`config.mk`:
```
export PLATFORM = sky130hd
export DESIGN_NAME = pdcp_top
export DESIGN_NICKNAME = d
export VERILOG_FILES = /design/src/pdcp_pkg.sv /design/src/pdcp_peak_decode.sv /design/src/pdcp_top.sv
export SDC_FILE = /design/constraint.sdc
export NUM_CORES = 1
export LEC_CHECK = 0
export BUFFER_PORTS_ARGS = -buffer_cell sky130_fd_sc_hd__buf_2
export CAP_MARGIN = 25
export CORE_ASPECT_RATIO = 1.25
export CORE_MARGIN = 2
export CORE_UTILIZATION = 44
export CTS_BUF_LIST = sky130_fd_sc_hd__clkbuf_8
export DETAILED_ROUTE_END_ITERATION = 16
export PLACE_DENSITY_LB_ADDON = 0.25
export SLEW_MARGIN = 20
export SYNTH_ARGS = -nofsm -noshare
export SYNTH_HDL_FRONTEND = slang
export SYNTH_HIERARCHICAL = 1
export SYNTH_SLANG_ARGS = --single-unit
```
`constraint.sdc`:
```
create_clock -name pclk -period 2.2 [get_ports pclk]
set_clock_uncertainty 0.2 [all_clocks]
set_input_delay 0.22 -clock pclk [delete_from_list [all_inputs] [get_ports pclk]]
set_output_delay 0.22 -clock pclk [all_outputs]
set_load 0.01 [all_outputs]
```
`src/pdcp_pkg.sv`:
```
// Notes on behaviour
// - high-side peak code 000..111 gives 100,95,90,80,65,55,40,30 percent drive.
// - low-side peak code is its own 3-bit field; 000 is 100 percent, then lower.
// - pump divider register resets to 01h, dividing the pump clock by 24.
// - divider code 00,01,10,11 selects 1/18, 1/24, 1/36, 1/40.
// - boost control resets to 02h: double boost on, 10V off, 6.5V on.
// - boost disable bit at 0 enables double boost, at 1 disables it.
// - 10V pump enable bit at 0 forbids, at 1 permits; resets to 0.
// - 6.5V pump enable bit at 0 forbids, at 1 permits; resets to 1.
package pdcp_pkg;

    // ==========================================================
    // bus widths
    localparam int ADDR_W = 8;
    localparam int DATA_W = 32;

    // ==========================================================
    // register indices and byte addresses (byte address is four times the index)
    localparam logic [7:0] IDX_PEAK = 8'h30;
    localparam logic [7:0] IDX_DIV = 8'h32;
    localparam logic [7:0] IDX_BOOST = 8'h34;
    localparam logic [ADDR_W-1:0] ADDR_PEAK = {IDX_PEAK[5:0], 2'h0};
    localparam logic [ADDR_W-1:0] ADDR_DIV = {IDX_DIV[5:0], 2'h0};
    localparam logic [ADDR_W-1:0] ADDR_BOOST = {IDX_BOOST[5:0], 2'h0};

    // ==========================================================
    // values after reset
    localparam logic [7:0] RST_PEAK = 8'h00;
    localparam logic [7:0] RST_DIV = 8'h01;
    localparam logic [7:0] RST_BOOST = 8'h02;

    // ==========================================================
    // writable bit masks and field positions
    localparam logic [7:0] MASK_PEAK = 8'h77;
    localparam logic [7:0] MASK_DIV = 8'h03;
    localparam logic [7:0] MASK_BOOST = 8'h07;
    localparam int HIGH_LSB = 4;
    localparam int LOW_LSB = 0;
    localparam int DIV_LSB = 0;
    localparam int BOOST_N_BIT = 0;
    localparam int SIX_HALF_BIT = 1;
    localparam int TEN_BIT = 2;

    // ==========================================================
    // divide ratios per divider code
    localparam logic [5:0] DIV_RATIO_0 = 6'h12;
    localparam logic [5:0] DIV_RATIO_1 = 6'h18;
    localparam logic [5:0] DIV_RATIO_2 = 6'h24;
    localparam logic [5:0] DIV_RATIO_3 = 6'h28;

    // ==========================================================
    // peak level in percent, 7 bits per code, code 0 in the low bits
    localparam int PCT_W = 7;
    localparam logic [8*PCT_W-1:0] PEAK_PCT_TABLE = {
        7'h1E, 7'h28, 7'h37, 7'h41, 7'h50, 7'h5A, 7'h5F, 7'h64
    };

    // ==========================================================
    // carriers
    typedef struct packed {
        logic psel;
        logic penable;
        logic pwrite;
        logic [ADDR_W-1:0] paddr;
        logic [DATA_W-1:0] pwdata;
        logic [3:0] pstrb;
    } pdcp_apb_req_t;

    typedef struct packed {
        logic [2:0] high_side_peak_level;
        logic [2:0] low_side_peak_level;
        logic [1:0] pump_divider_select;
        logic double_boost_disable;
        logic ten_volt_pump_enable;
        logic six_half_volt_pump_enable;
    } pdcp_cfg_t;

endpackage

```
`src/pdcp_peak_decode.sv`:
```
`timescale 1ns/10ps
// ==========================================================
// registered code to percent lookup for one gate-drive side
module pdcp_peak_decode (
    input wire logic pclk,
    input wire logic presetn,
    input wire logic [2:0] code,
    output logic [pdcp_pkg::PCT_W-1:0] percent_reg
);

    logic [pdcp_pkg::PCT_W-1:0] percent_next;

    // table lookup; one entry per code
    always_comb begin
        percent_next = pdcp_pkg::PEAK_PCT_TABLE[code*pdcp_pkg::PCT_W +: pdcp_pkg::PCT_W];
    end

    // reset value matches code 000
    always_ff @(posedge pclk or negedge presetn) begin
        if (!presetn) begin
            percent_reg <= pdcp_pkg::PEAK_PCT_TABLE[pdcp_pkg::PCT_W-1:0];
        end else begin
            percent_reg <= percent_next;
        end
    end

endmodule

```
`src/pdcp_top.sv`:
```
// The implementer's own choice: register access over APB.
`timescale 1ns/10ps
// ==========================================================
// pre-driver and charge pump configuration bank, APB slave
module pdcp_top (
    input wire logic pclk,
    input wire logic presetn,
    input pdcp_pkg::pdcp_apb_req_t apb_req,
    output logic pready,
    output logic [pdcp_pkg::DATA_W-1:0] prdata,
    output logic pslverr,
    input wire logic pump_powersave_release,
    input wire logic pump_regulator_powersave_release,
    output pdcp_pkg::pdcp_cfg_t cfg,
    output logic [pdcp_pkg::PCT_W-1:0] high_side_peak_percent,
    output logic [pdcp_pkg::PCT_W-1:0] low_side_peak_percent,
    output logic [5:0] pump_divide_ratio,
    output logic double_boost_enable
);

    // ==========================================================
    // storage
    logic [7:0] peak_reg;
    logic [7:0] peak_next;
    logic [7:0] div_reg;
    logic [7:0] div_next;
    logic [7:0] boost_reg;
    logic [7:0] boost_next;

    // ==========================================================
    // bus answer state
    logic pready_reg;
    logic pready_next;
    logic pslverr_reg;
    logic pslverr_next;
    logic [pdcp_pkg::DATA_W-1:0] prdata_reg;
    logic [pdcp_pkg::DATA_W-1:0] prdata_next;

    // ==========================================================
    // decoded outputs kept in flops
    logic [5:0] ratio_reg;
    logic [5:0] ratio_next;
    logic boost_en_reg;
    logic boost_en_next;

    // ==========================================================
    // address decode and phase qualifiers
    logic setup_phase;
    logic write_commit;
    logic hit_peak;
    logic hit_div;
    logic hit_boost;
    logic mapped;
    logic locked;
    logic [7:0] read_byte;
    logic [7:0] wr_byte;

    // phase detection
    assign setup_phase = apb_req.psel & ~apb_req.penable;
    assign hit_peak = (apb_req.paddr == pdcp_pkg::ADDR_PEAK);
    assign hit_div = (apb_req.paddr == pdcp_pkg::ADDR_DIV);
    assign hit_boost = (apb_req.paddr == pdcp_pkg::ADDR_BOOST);
    assign mapped = hit_peak | hit_div | hit_boost;
    // a write is committed only at the access edge that also returns ready without error
    assign write_commit = apb_req.psel & apb_req.penable & apb_req.pwrite & pready_reg & ~pslverr_reg;
    assign wr_byte = apb_req.pwdata[7:0];

    // lock check: pump settings stay frozen while the related power-save is released
    always_comb begin
        locked = 1'b0;
        if (hit_div) begin
            locked = pump_powersave_release;
        end else if (hit_boost) begin
            locked = pump_regulator_powersave_release;
        end
    end

    // read mux; unused bits already held at zero in storage
    always_comb begin
        read_byte = 8'h00;
        if (hit_peak) begin
            read_byte = peak_reg;
        end else if (hit_div) begin
            read_byte = div_reg;
        end else if (hit_boost) begin
            read_byte = boost_reg;
        end
    end

    // ==========================================================
    // bus answer: ready, error and read data are prepared in the setup cycle
    // so every access phase completes at its first edge, with no wait state
    always_comb begin
        pready_next = setup_phase;
        pslverr_next = 1'b0;
        prdata_next = '0;
        if (setup_phase) begin
            // unmapped addresses and writes against a released power-save both answer with an error
            pslverr_next = ~mapped | (apb_req.pwrite & locked);
            if (!apb_req.pwrite) begin
                prdata_next = {24'h000000, read_byte};
            end
        end
    end

    // bus answer flops
    always_ff @(posedge pclk or negedge presetn) begin
        if (!presetn) begin
            pready_reg <= 1'b0;
            pslverr_reg <= 1'b0;
            prdata_reg <= '0;
        end else begin
            pready_reg <= pready_next;
            pslverr_reg <= pslverr_next;
            prdata_reg <= prdata_next;
        end
    end

    // ==========================================================
    // register file next values; only byte lane 0 carries data
    always_comb begin
        peak_next = peak_reg;
        div_next = div_reg;
        boost_next = boost_reg;
        if (write_commit && apb_req.pstrb[0]) begin
            if (hit_peak) begin
                peak_next = wr_byte & pdcp_pkg::MASK_PEAK;
            end
            if (hit_div) begin
                div_next = wr_byte & pdcp_pkg::MASK_DIV;
            end
            if (hit_boost) begin
                boost_next = wr_byte & pdcp_pkg::MASK_BOOST;
            end
        end
    end

    // register file flops
    always_ff @(posedge pclk or negedge presetn) begin
        if (!presetn) begin
            peak_reg <= pdcp_pkg::RST_PEAK;
            div_reg <= pdcp_pkg::RST_DIV;
            boost_reg <= pdcp_pkg::RST_BOOST;
        end else begin
            peak_reg <= peak_next;
            div_reg <= div_next;
            boost_reg <= boost_next;
        end
    end

    // ==========================================================
    // decoded pump settings; one cycle behind the register, trading latency for flop outputs
    always_comb begin
        case (div_reg[pdcp_pkg::DIV_LSB +: 2])
            2'h0: ratio_next = pdcp_pkg::DIV_RATIO_0;
            2'h1: ratio_next = pdcp_pkg::DIV_RATIO_1;
            2'h2: ratio_next = pdcp_pkg::DIV_RATIO_2;
            2'h3: ratio_next = pdcp_pkg::DIV_RATIO_3;
            default: ratio_next = pdcp_pkg::DIV_RATIO_1;
        endcase
        // boost disable is active low in sense: zero turns double boost on
        boost_en_next = ~boost_reg[pdcp_pkg::BOOST_N_BIT];
    end

    // decoded flops; reset values agree with the register reset values
    always_ff @(posedge pclk or negedge presetn) begin
        if (!presetn) begin
            ratio_reg <= pdcp_pkg::DIV_RATIO_1;
            boost_en_reg <= 1'b1;
        end else begin
            ratio_reg <= ratio_next;
            boost_en_reg <= boost_en_next;
        end
    end

    // ==========================================================
    // peak level lookups, one per side
    pdcp_peak_decode u_high_decode (
        .pclk(pclk),
        .presetn(presetn),
        .code(peak_reg[pdcp_pkg::HIGH_LSB +: 3]),
        .percent_reg(high_side_peak_percent)
    );

    pdcp_peak_decode u_low_decode (
        .pclk(pclk),
        .presetn(presetn),
        .code(peak_reg[pdcp_pkg::LOW_LSB +: 3]),
        .percent_reg(low_side_peak_percent)
    );

    // ==========================================================
    // outputs, all straight from flops
    assign pready = pready_reg;
    assign pslverr = pslverr_reg;
    assign prdata = prdata_reg;
    assign pump_divide_ratio = ratio_reg;
    assign double_boost_enable = boost_en_reg;
    assign cfg.high_side_peak_level = peak_reg[pdcp_pkg::HIGH_LSB +: 3];
    assign cfg.low_side_peak_level = peak_reg[pdcp_pkg::LOW_LSB +: 3];
    assign cfg.pump_divider_select = div_reg[pdcp_pkg::DIV_LSB +: 2];
    assign cfg.double_boost_disable = boost_reg[pdcp_pkg::BOOST_N_BIT];
    assign cfg.ten_volt_pump_enable = boost_reg[pdcp_pkg::TEN_BIT];
    assign cfg.six_half_volt_pump_enable = boost_reg[pdcp_pkg::SIX_HALF_BIT];

endmodule

```
---- Word-level counts from Yosys, hierarchy flattened ----
Cells that the tools add are included.
Widths: inputs -> output; s select.
word-level totals
  register bits after elaboration ......... 66
  input port bits ......................... 51
  logic and storage cells ................. 47
operators by class
  reduce and logical (&&, ||, !) cells .... 5
  multipliers ............................. 2
  mux-type cells .......................... 9
  eq/ne operators ......................... 6
  bitwise operators ....................... 13
  shift-type cells ........................ 2
operators by type and width
  operator                 count
  $shiftx 56x7->7 const A  2
  $mux 8                   4
  $eq 8x8->1 const B       3
  $pmux 6 s4               1
  $mul 3x3->6 const B      2
  $and 1x1->1              6
  $reduce_and 2->1         3
  $eq 2x2->1 const B       2
  $not 1->1                4
  $mux 1                   3
  $mux 3                   1
  $or 1x1->1               3
  $eq 2x1->1 const B       1
  $logic_not 2->1          1
  $logic_and 1x1->1        1

---- Logic depth before layout (Yosys ltp) ----
  depth in word-level cells ............... 6
  gate-level depth with buffers ........... 4
  depth with buffers taken out ............ 4

---- Modules after synthesis ----
The synthesis kept the hierarchy.
modules (own cells, without submodules)
  module            seq. area each (um^2)  area each (um^2)  cells each  instances
  pdcp_top          631.9                  1249.9            102         1
  pdcp_peak_decode  178.9                  284.0             22          2

---- Worst setup path before layout ----
OpenSTA, ideal clock, no wires.
  kind .................................... input port to flip-flop
  start point ............................. in apb_req[37] (netlist name)
  end point ............................... reg peak_reg[0]
  arrival time ............................ 1.590 ns
  setup slack ............................. 0.285 ns
  stages on the path ...................... 3
  cells stage by stage .................... or4b_4 -> nor4_4 -> mux2_2
between the ends
  longest elaborated chain between the ends .. 2
ends and longest elaborated chain
  what                               RTL line         source
  start, declared                    pdcp_top.sv:8    input pdcp_pkg::pdcp_apb_req_t apb_req,
  $eq 8x8->1                         pdcp_top.sv:60   assign hit_peak = (apb_req.paddr == pdcp_pkg::ADDR_PEAK);
  $reduce_and 2->1 (no source line)  -
  end signal, assigned               pdcp_top.sv:141  peak_reg <= pdcp_pkg::RST_PEAK;
  end signal, assigned               pdcp_top.sv:145  peak_reg <= peak_next;
  end, declared                      pdcp_top.sv:23   logic [7:0] peak_reg;
No other way between the ends.
A chain may end at the register's enable or synchronous reset.

---- Final worst setup path ----
  start point ............................. in apb_req[45] (netlist name)
  end point ............................... reg prdata_reg (netlist bit prdata[4])
between the ends
  longest elaborated chain between the ends .. 3
ends and longest elaborated chain
  what                      RTL line         source
  $not 1->1                 pdcp_top.sv:59   assign setup_phase = apb_req.psel & ~apb_req.penable;
  $and 1x1->1               pdcp_top.sv:59
  $mux 8                    pdcp_top.sv:97   if (setup_phase) begin
  net prdata_next, one bit  pdcp_top.sv:37   logic [pdcp_pkg::DATA_W-1:0] prdata_next;
  end signal, assigned      pdcp_top.sv:115  prdata_reg <= prdata_next;
  end, declared             pdcp_top.sv:36   logic [pdcp_pkg::DATA_W-1:0] prdata_reg;
The timed path passes the listed nets, and every way through them passes these cells.

==> impl_metrics.sql <==
INSERT INTO impl_metrics (metric_group, metric, value, unit) VALUES
('run_status', 'run_status', 'finished, final reports clean', ''),
('die', 'placementRows', '26', ''),
('global_routing', 'grt.total_usage', '13.1', '%'),
('sta', 'worstMarginPinSlew', '798', 'ps'),
('synthesis', 'synth.top_cells.by_count', 'sky130_fd_sc_hd__dfrtp_1 (28), sky130_fd_sc_hd__buf_4 (27), sky130_fd_sc_hd__mux2_2 (15)', ''),
('route', 'drt_wl_total', '3.01', 'mm'),
('placed_design', 'place.detailed.hpwl', '2.29', 'mm'),
('die', 'die_width', '61.5', 'um'),
('synthesis', 'synth_enable_flop_cells', '0', ''),
('hold_path', 'holdCritPathClass', 'input pin to flop', ''),
('synthesis', 'yosysMostFrequentCell', 'sky130_fd_sc_hd__dfrtp_1', ''),
('die', 'pin_count', '117', ''),
('power', 'clock_power_share', '34.6', '%'),
('worst_setup_path', 'timing.critical_path.buf_inv', '2', ''),
('worst_setup_path', 'timing.critical_path.arrival', '2050', 'ps'),
('worst_setup_path', 'endpoint_kind', 'flop', ''),
('cts', 'cts.reportedPaths.clkPinSlew', '70', 'ps'),
('finish', 'final_layout_size_suffix_gt1_share', '44.5', '%'),
('placed_design', 'globalplace.congestion', '0.701', ''),
('worst_setup_path', 'timing.critical_path.cells', 'dlygate4sd3_1 -> buf_2 -> nor3b_1 -> nor4bb_1 -> and2_1', ''),
('power', 'p_leak', '1.21', 'nW'),
('sta', 'finalSetupViolations', '0', ''),
('cts', 'cts_tree', 'done', ''),
('route', 'vias', '1198', ''),
('finish', 'num-fill-cells', '369', ''),
('cts', 'cts_buffer_count', '5', ''),
('sta', 'timing_max_transition_violations_final', '0', ''),
('route', 'drcViolationCount', '0', ''),
('synthesis', 'synth.yosys.warnings', '6', ''),
('power', 'ir_drop', '0.233', 'mV'),
('global_routing', 'grt_pass1_wl', '4.48', 'mm'),
('placed_design', 'numPortBuffers', '60', ''),
('power', 'net-switching-power', '0.000281', 'W'),
('route', 'detail-route-antenna-nets', '0', ''),
('synthesis', 'post_synth_inst_count', '146', ''),
('die', 'start_util', '45.1', '%'),
('cts', 'clock-root-buffer', 'sky130_fd_sc_hd__clkbuf_8', ''),
('worst_setup_path', 'crit_type', 'input pin to flop', ''),
('global_routing', 'first_global_vias', '1033', ''),
('sta', 'totalNegativeSetupSlack', '0', 'ps'),
('cts', 'later_pin_clock_latency_in_the_skew_report', '280', 'ps'),
('sta', 'max_freq', '0.493', 'GHz'),
('die', 'core', '4030', 'sq um'),
('finish', 'inserted_diodes', '0', ''),
('sta', 'fin_crit_sh', '92.3', '%'),
('power', 'p_int', '0.000970', 'W'),
('worst_setup_path', 'worstPathRequired', '2220', 'ps'),
('finish', 'syn_to_final_growth', '23.9', '%'),
('power', 'power.density_cell_area', '556', 'nW/um^2'),
('cts', 'htree_levels', '2', ''),
('synthesis', 'synth_top_flop_cell', 'sky130_fd_sc_hd__dfrtp_1', ''),
('worst_setup_path', 'crit_path_max_incr_delay', '570', 'ps'),
('flow_run', 'max-cap-violations', '0', ''),
('global_routing', 'antenna_found_initial', '0', ''),
('synthesis', 'synth.top_cells.by_area', 'sky130_fd_sc_hd__dfrtp_1 (39%), sky130_fd_sc_hd__dfstp_2 (16%), sky130_fd_sc_hd__buf_4 (11%), sky130_fd_sc_hd__mux2_2 (9.3%), sky130_fd_sc_hd__ha_1 (4.1%)', ''),
('power', 'switching_share', '22.5', '%'),
('synthesis', 'synthDominantCellAreaShare', '38.5', '%'),
('power', 'comb_power_share', '7.6', '%'),
('cts', 'cts_post_setup_buffers_inserted', '0', ''),
('sta', 'report.final.hold_viol_count', '0', ''),
('worst_setup_path', 'worst_path_max_delay_cell', 'sky130_fd_sc_hd__nor4bb_1', ''),
('finish', 'layout.nets', '276', ''),
('global_routing', 'globalRoute.totalOverflow', '0', ''),
('sta', 'rsz0062_at_grt', 'false', ''),
('synthesis', 'most_area_hungry_cell_type_in_the_yosys_netlist', 'sky130_fd_sc_hd__dfrtp_1', ''),
('worst_setup_path', 'startpoint_type', 'input pin', ''),
('die', 'die_area', '4660', 'sq um'),
('power', 'power.share.sequential', '57.8', '%'),
('sta', 'slew_headroom', '46.8', '%'),
('worst_setup_path', 'path_max_fanout', '4', ''),
('route', 'routed_wire_length_per_instance', '10.9', 'um');
==> cell type report <==
class                           instances  area (sq um)  area share (%)
Inverter                                6          22.5            1.00
Multi-Input combinational cell         96           683            30.3
Timing Repair Buffer                   71           405            18.0
Sequential cell                        39           990            43.9
Clock inverter                          3          12.5           0.556
Clock buffer                            5          68.8            3.06
Tap cell                               56          70.1            3.11
==> kinds of logic after synthesis <==
family,Yosys count,share of synthesized area (%)
adder cells (fa/ha/maj),6,4.13
flip-flops,39,54.4
buffers and inverters,37,13.4
multiplexers,18,10.9
AO/OA/AOI/OAI,9,3.37
other,1,0.206
AND/OR/NAND/NOR,36,13.6
==> layout by cell type, fill, tap and decap left out, drive strengths merged, types with 2 or more instances in the layout <==
| cell | instances |
|---|---|
| clkbuf | 5 |
| o21ai | 4 |
| conb | 27 |
| dfrtp | 28 |
| and3 | 3 |
| nor2b | 2 |
| dlygate4sd3 | 9 |
| inv | 8 |
| nand2 | 8 |
| nor4 | 3 |
| mux2i | 3 |
| and2 | 3 |
| or4b | 2 |
| nand2b | 5 |
| o2bb2ai | 2 |
| mux2 | 15 |
| nor2 | 5 |
| ha | 6 |
| dfstp | 11 |
| buf | 62 |
==> metrics by stage <==
stage	total power [W]	hold slack, ps	cell area (sq um)	worst slack (ps)	cells
6_report	0.00125	118	2250	170	276
5_1_grt	0.00131	143	2250	14.8	276
4_1_cts	0.00127	108	2250	184	276
3_5_place_dp	0.000820	161	2080	156	259
3_3_place_gp	0.000819	160	2080	166	259
2_1_floorplan	0.000816	-276	1920	285	172
==> final timing paths <==
kind | from | end | slack (ps) | depth (start not counted)
max in group asynchronous | presetn | u_high_decode/percent_reg[3]$_DFF_PN0_ | 930 | 2
min in group asynchronous | presetn | u_low_decode/percent_reg[3]$_DFF_PN0_ | 360 | 2
setup reg to reg | pslverr$_DFF_PN0_ | peak_reg[1]$_DFFE_PN0P_ | 300 | 4
setup / recovery | apb_req[45] | prdata[4]$_DFF_PN0_ | 170 | 5
hold / removal | apb_req[44] | prdata[2]$_DFF_PN0_ | 120 | 3
hold reg to reg | div_reg[0]$_DFFE_PN1P_ | pump_divide_ratio[3]$_DFF_PN1_ | 210 | 0
==> worst reg2reg max path: stages, from the launching register on <==
cell	delay (ps)
sky130_fd_sc_hd__dfrtp_1	400
sky130_fd_sc_hd__or4b_1	520
sky130_fd_sc_hd__nor4_4	140
sky130_fd_sc_hd__buf_4	200
sky130_fd_sc_hd__mux2_2	340
==> metal layers <==
metal / vias up / global-route usage (%) / part of all wire, %
li1: 582 / - / -
met5: - / 0 / 0
met4: 0 / 5.91 / 1.7
met3: 5 / 2.89 / 7.6
met1: 550 / 15.7 / 41
met2: 61 / 22.3 / 49
==> what timing repair did <==
action                                 CTS  global route
endpoints found under the hold margin   36             0
gates resized for setup                  0             0
hold buffers                             9             0
==> power groups by stage <==
stage,logic [W],registers (W),clock network [W]
after global routing,0.000107,0.000724,0.000480
after floorplan,0.0000775,0.000738,0
after detailed placement,0.0000834,0.000736,0
after global placement,0.0000828,0.000736,0
final,0.0000949,0.000724,0.000433
after CTS,0.0000955,0.000723,0.000455
(Power assumes the default switching activity.)
